[config.mk]
export PLATFORM = sky130hd
export DESIGN_NAME = cpu_exception_sequencer
export DESIGN_NICKNAME = d
export VERILOG_FILES = /design/src/rtl/cpu_exception_sequencer.v /design/src/rtl/exc_priority_arbiter.v /design/src/rtl/vector_addr_gen.v
export VERILOG_INCLUDE_DIRS = /design/src /design/src/rtl
export SDC_FILE = /design/constraint.sdc
export NUM_CORES = 1
export LEC_CHECK = 0
export BUFFER_PORTS_ARGS = -buffer_cell sky130_fd_sc_hd__buf_2
export CELL_PAD_IN_SITES_DETAIL_PLACEMENT = 0
export CELL_PAD_IN_SITES_GLOBAL_PLACEMENT = 2
export CORE_ASPECT_RATIO = 1.2
export CORE_UTILIZATION = 31
export DETAILED_ROUTE_END_ITERATION = 16
export GPL_TIMING_DRIVEN = 0
export PLACE_DENSITY_LB_ADDON = 0.1
export REMOVE_ABC_BUFFERS = 1
export SYNTH_ARGS = -nofsm -noshare
export SYNTH_HDL_FRONTEND = slang
export SYNTH_SLANG_ARGS = --single-unit
[constraint.sdc]
create_clock -name pclk -period 3.25 [get_ports pclk]
set_input_delay 0.4875 -clock pclk [delete_from_list [all_inputs] [get_ports pclk]]
set_output_delay 0.4875 -clock pclk [all_outputs]
set_load 0.05 [all_outputs]
[src/rtl/exc_seq_defines.vh]
// Constants shared by the exception sequencer files
`ifndef EXC_SEQ_DEFINES_VH
`define EXC_SEQ_DEFINES_VH

// Register byte offsets on the register bus
`define OFF_SYS_CTRL 12'h000
`define OFF_MOD_HALT 12'h004
`define OFF_STATUS 12'h008

// System control fields
`define SYS_ADV_BIT 0
`define SYS_MODE_LO_BIT 4
`define SYS_MODE_HI_BIT 5
`define SYS_CTRL_RST 32'h0000_0000
// Mode field value that selects interrupt control mode 1
`define INT_MODE_ONE 2'h2

// Module halt control, every module halted after reset
`define MOD_HALT_RST 8'hFF

// Flags register bit positions
`define FLAG_I_BIT 7
`define FLAG_UI_BIT 6

// Vector numbers
`define VEC_RESET 7'h00
`define VEC_DIRECT 7'h06
`define VEC_NMI 7'h07
`define VEC_TRAP_BASE 7'h08
`define VEC_EXT_BASE 7'h10
`define VEC_INT_FIRST 7'h18
`define VEC_INT_LAST 7'h6B

// Exception kinds
`define KIND_INT 2'h0
`define KIND_DIRECT 2'h1
`define KIND_TRAP 2'h2
`define KIND_RESET 2'h3

// Stack word step in bytes
`define STACK_STEP 24'h00_0002

`endif

[src/rtl/cpu_exception_sequencer.v]
// Exception sequencer: ranking, reset sequence, stacking and vector fetch
`timescale 1ns/1ps
`default_nettype none
`include "exc_seq_defines.vh"

module cpu_exception_sequencer
(
  input wire pclk, // Clock, 100 MHz
  input wire presetn, // Asynchronous reset, active low
  input wire psel, // APB select
  input wire penable, // APB access phase
  input wire pwrite, // APB write
  input wire [11:0] paddr, // APB byte address
  input wire [31:0] pwdata, // APB write data
  output reg [31:0] prdata, // APB read data
  output wire pready, // APB ready, always one
  output wire pslverr, // APB error on unmapped address
  input wire chip_clear_input_n, // Reset pin, active low
  input wire watchdog_timer_ovf, // Watchdog overflow pulse
  input wire instr_boundary, // Instruction completes this cycle
  input wire flags_instr_done, // Completing one is a flags op
  input wire sleep_direct, // Sleep made a direct transition
  input wire trap_always_instr, // Trap instruction completes
  input wire [1:0] trap_num, // Trap field
  input wire nmi_req, // Nonmaskable request level
  input wire [7:0] external_request_lines, // External requests
  input wire int_req, // Internal request level
  input wire [6:0] int_vec, // Internal vector number
  output reg int_ack, // Interrupt accepted pulse
  output reg [6:0] exc_vector, // Vector number being served
  input wire [23:0] program_counter_in, // Return address
  input wire [7:0] condition_flags_in, // Flags to save
  input wire [23:0] stack_pointer_in, // Current stack pointer
  output reg [23:0] program_counter, // New program counter
  output reg pc_load, // Load program_counter pulse
  output reg [7:0] condition_flags_register, // New flags
  output reg flags_load, // Load flags pulse
  output reg [23:0] stack_pointer, // Stack pointer after pushes
  output reg sp_load, // Load stack_pointer pulse
  output wire cpu_hold, // Pipeline must stall
  output reg periph_init, // Peripheral register reset pulse
  input wire [7:0] periph_sel, // One-hot peripheral access
  output wire periph_access_en, // Access may take effect
  output reg mem_req, // Memory request level
  output reg mem_we, // Memory write
  output reg [23:0] mem_addr, // Memory byte address
  output reg [15:0] mem_wdata, // Memory write data
  input wire [15:0] mem_rdata, // Memory read data
  input wire mem_ack // Memory done pulse
);

  // Sequencer states
  localparam S_RUN = 3'd0;
  localparam S_HOLD = 3'd1;
  localparam S_INIT = 3'd2;
  localparam S_PUSH = 3'd3;
  localparam S_FETCH = 3'd4;
  localparam S_LOAD = 3'd5;

  reg [2:0] state_ff; // Sequencer state
  reg [1:0] kind_ff; // Kind being served
  reg [1:0] cnt_ff; // Word counter in push or fetch
  reg [23:0] sp_ff; // Working stack pointer
  reg [23:0] ret_pc_ff; // Captured return address
  reg [7:0] ret_ccr_ff; // Captured flags
  reg [15:0] vec_hi_ff; // Upper fetched word
  reg [31:0] sys_ctrl_ff; // System control register
  reg [7:0] module_halt_ctrl_ff; // Module halt control
  reg no_sample_ff; // Skip interrupt sampling once
  reg exc_end_ff; // Exception just ended, a boundary
  reg wdt_src_ff; // Last reset came from the watchdog
  reg [6:0] vec_ff; // Vector number in service

  wire adv_mode; // Advanced addressing mode
  wire mode_one; // Interrupt control mode 1
  wire boundary; // An instruction or sequence ends
  wire int_ok; // Interrupts may be sampled now
  wire arb_take;
  wire [1:0] arb_kind;
  wire [6:0] arb_vec;
  wire [23:0] vec_addr;
  wire [23:0] sp_dec;
  wire [1:0] push_words;
  wire [1:0] fetch_words;
  wire apb_wr;
  wire addr_hit;

  assign adv_mode = sys_ctrl_ff[`SYS_ADV_BIT];
  // The mode pair sits in the system control word
  assign mode_one = ({sys_ctrl_ff[`SYS_MODE_HI_BIT], sys_ctrl_ff[`SYS_MODE_LO_BIT]}
    == `INT_MODE_ONE);

  // Boundaries are instruction ends and the end of a sequence
  assign boundary = (state_ff == S_RUN) && (instr_boundary || exc_end_ff);
  // Flag-logic ends and the post-reset boundary are never sampled
  assign int_ok = boundary && !no_sample_ff && !(instr_boundary && flags_instr_done);

  // Pick one exception; traps and transitions need a running CPU
  exc_priority_arbiter u_arb
  (
    .nmi_req(nmi_req),
    .external_request_lines(external_request_lines),
    .int_req(int_req),
    .int_vec(int_vec),
    .int_ok(int_ok),
    .dt_req(sleep_direct && state_ff == S_RUN),
    .trap_req(trap_always_instr && state_ff == S_RUN),
    .trap_num(trap_num),
    .take(arb_take),
    .kind(arb_kind),
    .vec(arb_vec)
  );

  // Entry address of the vector in service
  vector_addr_gen u_vag
  (
    .vec(vec_ff),
    .advanced(adv_mode),
    .addr(vec_addr)
  );

  // Pushes go one word below the working pointer
  assign sp_dec = sp_ff - `STACK_STEP;
  // Advanced mode saves a longword counter, normal mode a word
  assign push_words = adv_mode ? 2'd3 : 2'd2;
  assign fetch_words = adv_mode ? 2'd2 : 2'd1;

  // Pipeline runs only while no sequence is active
  assign cpu_hold = (state_ff != S_RUN);

  // A halted module sees neither reads nor writes
  assign periph_access_en = |(periph_sel & ~module_halt_ctrl_ff);

  // APB: zero wait states, error on unmapped offsets
  assign pready = 1'b1;
  assign addr_hit = (paddr == `OFF_SYS_CTRL) || (paddr == `OFF_MOD_HALT)
    || (paddr == `OFF_STATUS);
  assign pslverr = psel && penable && !addr_hit;
  assign apb_wr = psel && penable && pwrite;

  // Read mux; status shows the sequencer's own state
  always @*
  begin
    prdata = 32'h0000_0000;
    if (psel && !pwrite)
    begin
      case (paddr)
        `OFF_SYS_CTRL: prdata = sys_ctrl_ff;
        `OFF_MOD_HALT: prdata = {24'h00_0000, module_halt_ctrl_ff};
        `OFF_STATUS: prdata = {15'h0000, wdt_src_ff, 1'b0, vec_ff, 5'h00, state_ff};
        default: prdata = 32'h0000_0000;
      endcase
    end
  end

  // Software control registers; reset restores halt state
  always @(posedge pclk or negedge presetn)
  begin
    if (!presetn)
    begin
      sys_ctrl_ff <= `SYS_CTRL_RST;
      module_halt_ctrl_ff <= `MOD_HALT_RST;
    end
    else if (state_ff == S_HOLD || state_ff == S_INIT)
    begin
      // Reset handling also clears software settings
      sys_ctrl_ff <= `SYS_CTRL_RST;
      module_halt_ctrl_ff <= `MOD_HALT_RST;
    end
    else if (apb_wr && paddr == `OFF_SYS_CTRL)
    begin
      // Only the mode field and addressing bit are writable
      sys_ctrl_ff <= pwdata & 32'h0000_0031;
    end
    else if (apb_wr && paddr == `OFF_MOD_HALT)
    begin
      module_halt_ctrl_ff <= pwdata[7:0];
    end
  end

  // Main sequencer
  always @(posedge pclk or negedge presetn)
  begin
    if (!presetn)
    begin
      state_ff <= S_HOLD;
      kind_ff <= `KIND_RESET;
      cnt_ff <= 2'd0;
      sp_ff <= 24'h00_0000;
      ret_pc_ff <= 24'h00_0000;
      ret_ccr_ff <= 8'h00;
      vec_hi_ff <= 16'h0000;
      vec_ff <= `VEC_RESET;
      no_sample_ff <= 1'b1;
      exc_end_ff <= 1'b0;
      wdt_src_ff <= 1'b0;
      int_ack <= 1'b0;
      exc_vector <= `VEC_RESET;
      program_counter <= 24'h00_0000;
      pc_load <= 1'b0;
      condition_flags_register <= 8'h00;
      flags_load <= 1'b0;
      stack_pointer <= 24'h00_0000;
      sp_load <= 1'b0;
      periph_init <= 1'b0;
      mem_req <= 1'b0;
      mem_we <= 1'b0;
      mem_addr <= 24'h00_0000;
      mem_wdata <= 16'h0000;
    end
    else
    begin
      // Pulses last one cycle unless set below
      int_ack <= 1'b0;
      pc_load <= 1'b0;
      flags_load <= 1'b0;
      sp_load <= 1'b0;
      periph_init <= 1'b0;
      exc_end_ff <= 1'b0;
      if (!chip_clear_input_n)
      begin
        // Pin low: freeze everything and drop any bus request
        state_ff <= S_HOLD;
        mem_req <= 1'b0;
        wdt_src_ff <= 1'b0;
        no_sample_ff <= 1'b1;
      end
      else if (watchdog_timer_ovf)
      begin
        // Watchdog overflow restarts reset handling at once
        state_ff <= S_INIT;
        mem_req <= 1'b0;
        wdt_src_ff <= 1'b1;
        no_sample_ff <= 1'b1;
      end
      else
      begin
        case (state_ff)
          S_HOLD:
          begin
            // Pin has risen; a too-short pulse is the outside's fault
            state_ff <= S_INIT;
          end
          S_INIT:
          begin
            // Initialise CPU and peripherals, mask interrupts
            periph_init <= 1'b1;
            condition_flags_register <= 8'h80;
            flags_load <= 1'b1;
            kind_ff <= `KIND_RESET;
            vec_ff <= `VEC_RESET;
            exc_vector <= `VEC_RESET;
            cnt_ff <= 2'd0;
            state_ff <= S_FETCH;
          end
          S_RUN:
          begin
            // An instruction boundary clears the post-reset block
            if (boundary && instr_boundary)
              no_sample_ff <= 1'b0;
            if (arb_take)
            begin
              kind_ff <= arb_kind;
              vec_ff <= arb_vec;
              exc_vector <= arb_vec;
              int_ack <= (arb_kind == `KIND_INT);
              ret_pc_ff <= program_counter_in;
              ret_ccr_ff <= condition_flags_in;
              // Odd pointers are silently forced even
              sp_ff <= {stack_pointer_in[23:1], 1'b0};
              cnt_ff <= 2'd0;
              // Direct transition goes to its vector with no stacking
              state_ff <= (arb_kind == `KIND_DIRECT) ? S_FETCH : S_PUSH;
            end
          end
          S_PUSH:
          begin
            // Counter low word first, then high word in advanced mode, flags last
            if (!mem_req)
            begin
              mem_req <= 1'b1;
              mem_we <= 1'b1;
              mem_addr <= sp_dec;
              if (cnt_ff == push_words - 2'd1)
                mem_wdata <= {ret_ccr_ff, ret_ccr_ff};
              else if (cnt_ff == 2'd0)
                mem_wdata <= ret_pc_ff[15:0];
              else
                mem_wdata <= {8'h00, ret_pc_ff[23:16]};
            end
            else if (mem_ack)
            begin
              mem_req <= 1'b0;
              sp_ff <= sp_dec;
              if (cnt_ff == push_words - 2'd1)
              begin
                cnt_ff <= 2'd0;
                stack_pointer <= sp_dec;
                sp_load <= 1'b1;
                state_ff <= S_FETCH;
              end
              else
                cnt_ff <= cnt_ff + 2'd1;
            end
          end
          S_FETCH:
          begin
            // Read the entry, high word first in advanced mode
            if (!mem_req)
            begin
              mem_req <= 1'b1;
              mem_we <= 1'b0;
              mem_addr <= vec_addr + {21'h00_0000, cnt_ff, 1'b0};
            end
            else if (mem_ack)
            begin
              mem_req <= 1'b0;
              vec_hi_ff <= mem_rdata;
              if (cnt_ff == fetch_words - 2'd1)
              begin
                // Low word is taken while it stands with the acknowledge
                program_counter <= adv_mode ? {vec_hi_ff[7:0], mem_rdata}
                  : {8'h00, mem_rdata};
                state_ff <= S_LOAD;
              end
              else
                cnt_ff <= cnt_ff + 2'd1;
            end
          end
          S_LOAD:
          begin
            // Counter already holds the entry; publish it now
            pc_load <= 1'b1;
            state_ff <= S_RUN;
            if (kind_ff == `KIND_RESET)
              no_sample_ff <= 1'b1;
            else
            begin
              exc_end_ff <= 1'b1;
              // Mask bit always set; user bit only in mode 1
              condition_flags_register <= ret_ccr_ff | 8'h80
                | (mode_one ? 8'h40 : 8'h00);
              flags_load <= (kind_ff != `KIND_DIRECT);
            end
          end
          default:
          begin
            state_ff <= S_HOLD;
          end
        endcase
      end
    end
  end

endmodule
`default_nettype wire

[src/rtl/exc_priority_arbiter.v]
// Ranks pending exceptions at a boundary and picks one vector number
`timescale 1ns/1ps
`default_nettype none
`include "exc_seq_defines.vh"

module exc_priority_arbiter
(
  input wire nmi_req, // Nonmaskable request level
  input wire [7:0] external_request_lines, // External request levels
  input wire int_req, // Internal peripheral request
  input wire [6:0] int_vec, // Internal request vector number
  input wire int_ok, // Interrupt sampling allowed here
  input wire dt_req, // Direct transition from sleep
  input wire trap_req, // Trap instruction executed
  input wire [1:0] trap_num, // Trap field 0 to 3
  output reg take, // Some exception is chosen
  output reg [1:0] kind, // Kind of chosen exception
  output reg [6:0] vec // Vector number of chosen one
);

  integer i;
  reg ext_hit;
  reg [6:0] ext_vec;
  wire int_in_range;

  // Out-of-range internal numbers are ignored rather than aliased
  assign int_in_range = (int_vec >= `VEC_INT_FIRST) && (int_vec <= `VEC_INT_LAST);

  // Lowest numbered external line wins among the lines
  always @*
  begin
    ext_hit = 1'b0;
    ext_vec = `VEC_EXT_BASE;
    for (i = 7; i >= 0; i = i - 1)
    begin
      if (external_request_lines[i])
      begin
        ext_hit = 1'b1;
        ext_vec = `VEC_EXT_BASE + i[6:0];
      end
    end
  end

  // Interrupt over direct transition over trap
  always @*
  begin
    take = 1'b1;
    kind = `KIND_INT;
    vec = `VEC_NMI;
    if (int_ok && nmi_req)
      vec = `VEC_NMI;
    else if (int_ok && ext_hit)
      vec = ext_vec;
    else if (int_ok && int_req && int_in_range)
      vec = int_vec;
    else if (dt_req)
    begin
      kind = `KIND_DIRECT;
      vec = `VEC_DIRECT;
    end
    else if (trap_req)
    begin
      kind = `KIND_TRAP;
      vec = `VEC_TRAP_BASE + {5'h00, trap_num};
    end
    else
      take = 1'b0;
  end

endmodule
`default_nettype wire

[src/rtl/vector_addr_gen.v]
// Turns a vector number into the byte address of its table entry
`timescale 1ns/1ps
`default_nettype none
`include "exc_seq_defines.vh"

module vector_addr_gen
(
  input wire [6:0] vec, // Vector number
  input wire advanced, // 1 selects four-byte entries
  output wire [23:0] addr // Entry byte address
);

  // Two bytes per entry in normal mode, four in advanced
  assign addr = advanced ? {15'h0000, vec, 2'b00} : {16'h0000, vec, 1'b0};

endmodule
`default_nettype wire

* Word-level counts from Yosys, hierarchy flattened
Index checks and enable logic that the tools add are counted.
** Word-level totals
- Register bits :: 224
- Input port bits :: 155
- Output and inout bits :: 146
- Word-level logic and storage cells :: 242
** Operators by class
- $add $sub $neg :: 6
- Magnitude comparators :: 2
- Equality and inequality tests :: 35
- Multiplexer cells :: 116
- Bitwise logic cells :: 5
- Reduce and logical (&&, ||, !) cells :: 53
** Operators with widths (number)
- 2-to-1 mux 24 bit :: 6
- 2-to-1 mux 32 bit :: 3
- case mux 24 bit (2 select lines) :: 2
- case mux 32 bit (3 select lines) :: 1
- 2-to-1 mux 3 bit :: 18
- 2-to-1 mux 1 bit :: 50
- 2-to-1 mux 7 bit :: 7
- 2-to-1 mux 16 bit :: 2
- 2-to-1 mux 8 bit :: 4
- != test 4 bit (second input constant) :: 8
- 2-to-1 mux 2 bit :: 14
- adder 24 x 3 -> 24 bit :: 1
- subtractor 24 x 2 -> 24 bit (second input constant) :: 1
- != test 2 bit (second input constant) :: 10
- logical AND 1 bit :: 18
- case mux 3 bit (6 select lines) :: 1
- AND reduction 6 bit :: 3
- case mux 8 bit (2 select lines) :: 1
- AND reduction 4 bit :: 4
- case mux 7 bit (2 select lines) :: 1
- == test 12 x 3 -> 1 bit (second input constant) :: 1
- == test 12 x 4 -> 1 bit (second input constant) :: 1
- zero test 12 bit :: 1
- nonzero test 2 bit :: 6
- 36 further kinds :: 53

* Longest topological paths before layout
- Word-level depth :: 17
- Gate-level depth with buffers :: 12

* Modules after synthesis
A second synthesis with hierarchy kept.
** Second synthesis, totals
- Cells, all modules :: 1131
- Area, all modules :: 10179.8 um^2
** Modules (own cells, without submodules)
- cpu_exception_sequencer :: instances 1, cells each 1056, area each 9630.5 um^2
- exc_priority_arbiter :: instances 1, cells each 49, area each 307.8 um^2
- vector_addr_gen :: instances 1, cells each 26, area each 241.5 um^2

* Worst setup path after synthesis
OpenSTA, ideal clock, no wires.
- Path type :: input -> output
- Start :: in paddr[7]
- End :: out prdata[4]
- Data arrival time :: 2.609 ns
- Slack :: 0.154 ns
- Stages on the path :: 5
- Buffers on the path :: 1
- Cell sequence :: nor4_1 -> nand3_1 -> or3b_2 -> clkbuf_1 -> nor3_1
** Between the ends
- Word-level cells in the longest chain between the ends :: 3
- Elaborated cells on any way between the ends :: 5
- Those cells by class :: eq/ne: 2; mux: 2; reduce/logical: 1
** Ends and longest elaborated chain
- start, declared :: RTL line cpu_exception_sequencer.v:13 : input wire [11:0] paddr,
- == test 12 x 4 -> 1 bit, or another cell as far along :: RTL line cpu_exception_sequencer.v:147 : case (paddr)
- case mux 32 bit (3 select lines) * :: RTL line cpu_exception_sequencer.v:147
- 2-to-1 mux 32 bit * :: RTL line cpu_exception_sequencer.v:145 : if (psel && !pwrite)
- end, declared :: RTL line cpu_exception_sequencer.v:15 : output reg [31:0] prdata,
Mark *: on every way between the ends. The rest lies on a longest branch, timed or not.

* Worst setup path after layout
- Start :: reg state_ff[1]
- End :: reg sp_ff[2]
** Between the ends
- Word-level cells in the longest chain between the ends :: 11
- Elaborated cells on any way between the ends :: 22
- Those cells by class :: eq/ne: 4; mux: 6; reduce/logical: 12
** Ends and longest elaborated chain
- start, declared :: RTL line cpu_exception_sequencer.v:60 : reg [2:0] state_ff;
- start signal, assigned :: RTL line cpu_exception_sequencer.v:273 : state_ff <= (arb_kind == `KIND_DIRECT) ? S_FETCH : S_PUSH;
- zero test 3 bit
- logical AND 1 bit :: RTL line cpu_exception_sequencer.v:94 : assign boundary = (state_ff == S_RUN) && (instr_boundary || exc_end_ff);
- logical AND 1 bit (2 in series) :: RTL line cpu_exception_sequencer.v:96 : assign int_ok = boundary && !no_sample_ff && !(instr_boundary && flags_instr_done);
- logical AND 1 bit (2 in series) :: RTL line exc_priority_arbiter.v:54 : else if (int_ok && int_req && int_in_range)
- 2-to-1 mux 1 bit :: RTL line exc_priority_arbiter.v:54
- 2-to-1 mux 1 bit :: RTL line exc_priority_arbiter.v:52 : else if (int_ok && ext_hit)
- 2-to-1 mux 1 bit :: RTL line exc_priority_arbiter.v:50 : if (int_ok && nmi_req)
- != test 2 bit (no source line)
- AND reduction 6 bit (no source line)
- end signal, assigned :: RTL line cpu_exception_sequencer.v:270 : sp_ff <= {stack_pointer_in[23:1], 1'b0};
- end signal, assigned :: RTL line cpu_exception_sequencer.v:294 : sp_ff <= sp_dec;
- end, declared :: RTL line cpu_exception_sequencer.v:63 : reg [23:0] sp_ff;
Several ways; a longest one is shown, not always the timed one.
A chain may end at the register's enable or synchronous reset.

==> impl_metrics.env <==
export IMPL_drt_total_wl_mm=27.8
export IMPL_end_kind="flip-flop"
export IMPL_mostFrequentLayoutCell="buf_2"
export IMPL_syn_to_final_growth_pct=22.9
export IMPL_ios=301
export IMPL_fin_crit_ns=2.92
export IMPL_ys_seq_elements=192
export IMPL_hpwl_mm=19.5
export IMPL_seq_area_um2=4820
export IMPL_clk_pin_slew_ns=0.07
export IMPL_setup_viol=0
export IMPL_die_h_um=196
export IMPL_grt_max_degree=106
export IMPL_cts_tree="built"
export IMPL_crit_path_max_fanout=18
export IMPL_synthFlopType="dfrtp_1"
export IMPL_fill_cells=3226
export IMPL_hold_viol=0
export IMPL_critPathLaunchType="flip-flop"
export IMPL_slew_headroom_pct=23.4
export IMPL_finalWeightedCongestion=0.765
export IMPL_syn_area_um2=9690
export IMPL_timing_fmax_mhz=342
export IMPL_final_antenna_net_count=0
export IMPL_clock_sinks=192
export IMPL_maxCapViolCount=0
export IMPL_status="complete, no violations"
export IMPL_cp_data_arrival_time_ns=3.20
export IMPL_critPathRequiredTime_ns=3.53
export IMPL_synth_seq_area_share_pct=49.7
export IMPL_ff2ff_path_depth=7
export IMPL_cts_buffers=17
export IMPL_cts_max_level=4
export IMPL_dr_first_iter_drc_count=407
export IMPL_grt_usage_pct=18.0
export IMPL_route_vias_total=7927
export IMPL_postSynthAreaPerCell_um2=9.60
export IMPL_ctsHoldBuffers=0
export IMPL_grt_pass1_vias=8031
export IMPL_peakVddDrop_uv=351
export IMPL_antenna_cells=0
export IMPL_antenna_found_initial=1
export IMPL_power_density_nw_per_um2=743
export IMPL_synth_async_reset_ratio_pct=100
export IMPL_rrSetupSlack_ns=0.33
export IMPL_slew_viol_final=0
export IMPL_grt_overflow_total=0
export IMPL_final_period_utilization_pct=90.0
export IMPL_start_util_pct=31.6
export IMPL_core_area_um2=30700
export IMPL_ys_types=72
export IMPL_dpl_cell_area_um2=11300
export IMPL_tightest_slew_ns=1.14
export IMPL_clock_path_buffers=2
export IMPL_clk_latency_ns=0.44
export IMPL_multi_input_area_um2=4470
export IMPL_final_cell_mix="255 x buf_2, 180 x dfrtp_1, 171 x nand2_1"
export IMPL_clock_skew_ns=0.0116
export IMPL_setup_ws_ns=0.325
export IMPL_die_area_um2=32000
export IMPL_path_class="flip-flop to flip-flop"
export IMPL_final_area_um2=11900
export IMPL_grt_pass1_wl_mm=44.6
export IMPL_synth_warnings=0
export IMPL_nets=1391
export IMPL_die_w_um=163
export IMPL_synth_edff_count=0
export IMPL_pre_cts_ws_ns=-0.801
export IMPL_rsz0062_at_grt="false"
export IMPL_drive_gt1_share_pct=31.3
export IMPL_hp_class="input port to asynchronous set/reset pin"
export IMPL_drc=0
export IMPL_rows=70
export IMPL_drtPass1Iterations=5
export IMPL_io_buffers=256
export IMPL_wire_per_inst_um=16.9
export IMPL_vias_per_cell=4.83
export IMPL_syn_inst=1010
export IMPL_cts_root_buffer="clkbuf_16"
export IMPL_p_leak_nw=5.78
## registers in the layout, summed over array words and instances, names as in the netlist, 2 cells and up
signal	count
mem_wdata	16
kind_ff	2
vec_hi_ff	8
vec_ff	7
program_counter	24
state_ff	3
sp_ff	23
condition_flags_register	8
stack_pointer	23
ret_pc_ff	24
cnt_ff	2
ret_ccr_ff	8
module_halt_ctrl_ff	8
sys_ctrl_ff	3
mem_addr	23
## area by class of cell
| cell class | instances | area share (%) |
|---|---|---|
| flip-flops and latches | 192 | 40.5 |
| clock buffers | 19 | 3.72 |
| multi-input cells | 720 | 37.5 |
| inverters | 31 | 0.977 |
| well taps | 396 | 4.16 |
| repair buffers | 269 | 12.3 |
| clock inverters | 13 | 0.914 |
## cell families (layout without fill, tap and decap cells)
group                    count (synthesis)  in the layout  synth area share [%]
adder cells (fa/ha/maj)                  5              5                 0.723
XOR/XNOR                                28             28                  2.53
AND/OR/NAND/NOR                        365            366                  18.2
buffers and inverters                  116            332                  5.41
AO/OA/AOI/OAI                          226            226                  14.8
other                                    2             19                0.0775
flip-flops                             192            192                  49.7
multiplexers                            76             76                  8.54
## metrics by stage
stage	utilization, %	power, mW	std cells	hold WS [ns]	TNS, ns
after floorplan	-	5.89	942	0.192	-56.85
after global placement	36.3	6.86	1594	0.445	-640.92
after detailed placement	36.9	6.94	1606	0.450	-43.69
after CTS	38.8	9.01	1640	0.0759	0
after global routing	38.9	9.45	1640	0.0720	0
final	38.9	8.85	1640	0.0391	0
## per-layer routing
layer / track usage (%) / wire, um
met1: 23.0 / 12400
met2: 30.1 / 13500
met3: 4.42 / 1470
met4: 4.71 / 355
met5: 0 / 11
## cells in the mapped netlist (all sizes together), types with 3 or more instances
library cell / number / area, um^2
a211o: 4 / 35.0
a211oi: 6 / 45.0
a21oi: 36 / 180
a22o: 3 / 26.3
a22oi: 7 / 52.6
a2bb2oi: 7 / 61.3
a311oi: 5 / 43.8
a31oi: 25 / 156
and2: 17 / 106
buf: 30 / 201
clkbuf: 55 / 206
dfrtp: 180 / 4500
dfstp: 12 / 315
ha: 4 / 50.1
inv: 31 / 116
mux2: 54 / 608
mux2i: 22 / 220
nand2: 172 / 646
nand2b: 6 / 37.5
nand3: 19 / 95.1
nand3b: 5 / 37.5
nor2: 66 / 248
nor2b: 17 / 106
nor3: 22 / 130
nor3b: 4 / 30.0
nor4: 13 / 118
nor4b: 3 / 41.3
o211ai: 3 / 22.5
o21ai: 82 / 410
o22a: 14 / 123
o22ai: 7 / 43.8
o2bb2a: 3 / 30.0
o31ai: 4 / 30.0
or4: 8 / 67.6
xnor2: 21 / 184
xor2: 7 / 61.3
## critical path: stages, from the launching register on
cell and delay, ns:
dfrtp_1 0.81, nor3_2 0.15, inv_1 0.21, nor2_1 0.12, o211ai_1 0.22, buf_4 0.27
and2_0 0.78, o21ai_0 0.20
## what timing repair did
action / CTS / global route
buffers inserted: 1 / 0
resized for setup: 2 / 6
pin swaps: 1 / 0
cloned: 1 / 0
endpoints found under the setup margin: 105 / 47
## final timing paths
path / startpoint / to
worst max-delay path: state_ff[1]$_DFFE_PN0P_ / sp_ff[2]$_DFFE_PN0P_
worst min-delay path: presetn / program_counter[10]$_DFFE_PN0P_
worst max register to register: state_ff[1]$_DFFE_PN0P_ / sp_ff[2]$_DFFE_PN0P_
worst min register to register: program_counter[20]$_DFFE_PN0P_ / program_counter[20]$_DFFE_PN0P_
max in group asynchronous: presetn / ret_pc_ff[5]$_DFFE_PN0P_
min in group pclk: mem_rdata[11] / program_counter[11]$_DFFE_PN0P_
## where the power goes
group,internal [mW],leakage [nW],switching [mW]
clock,1.02,0.264,0.979
combinational,1.12,3.07,2.13
sequential,3.02,2.45,0.577
Power figures use the tool's default switching activity.
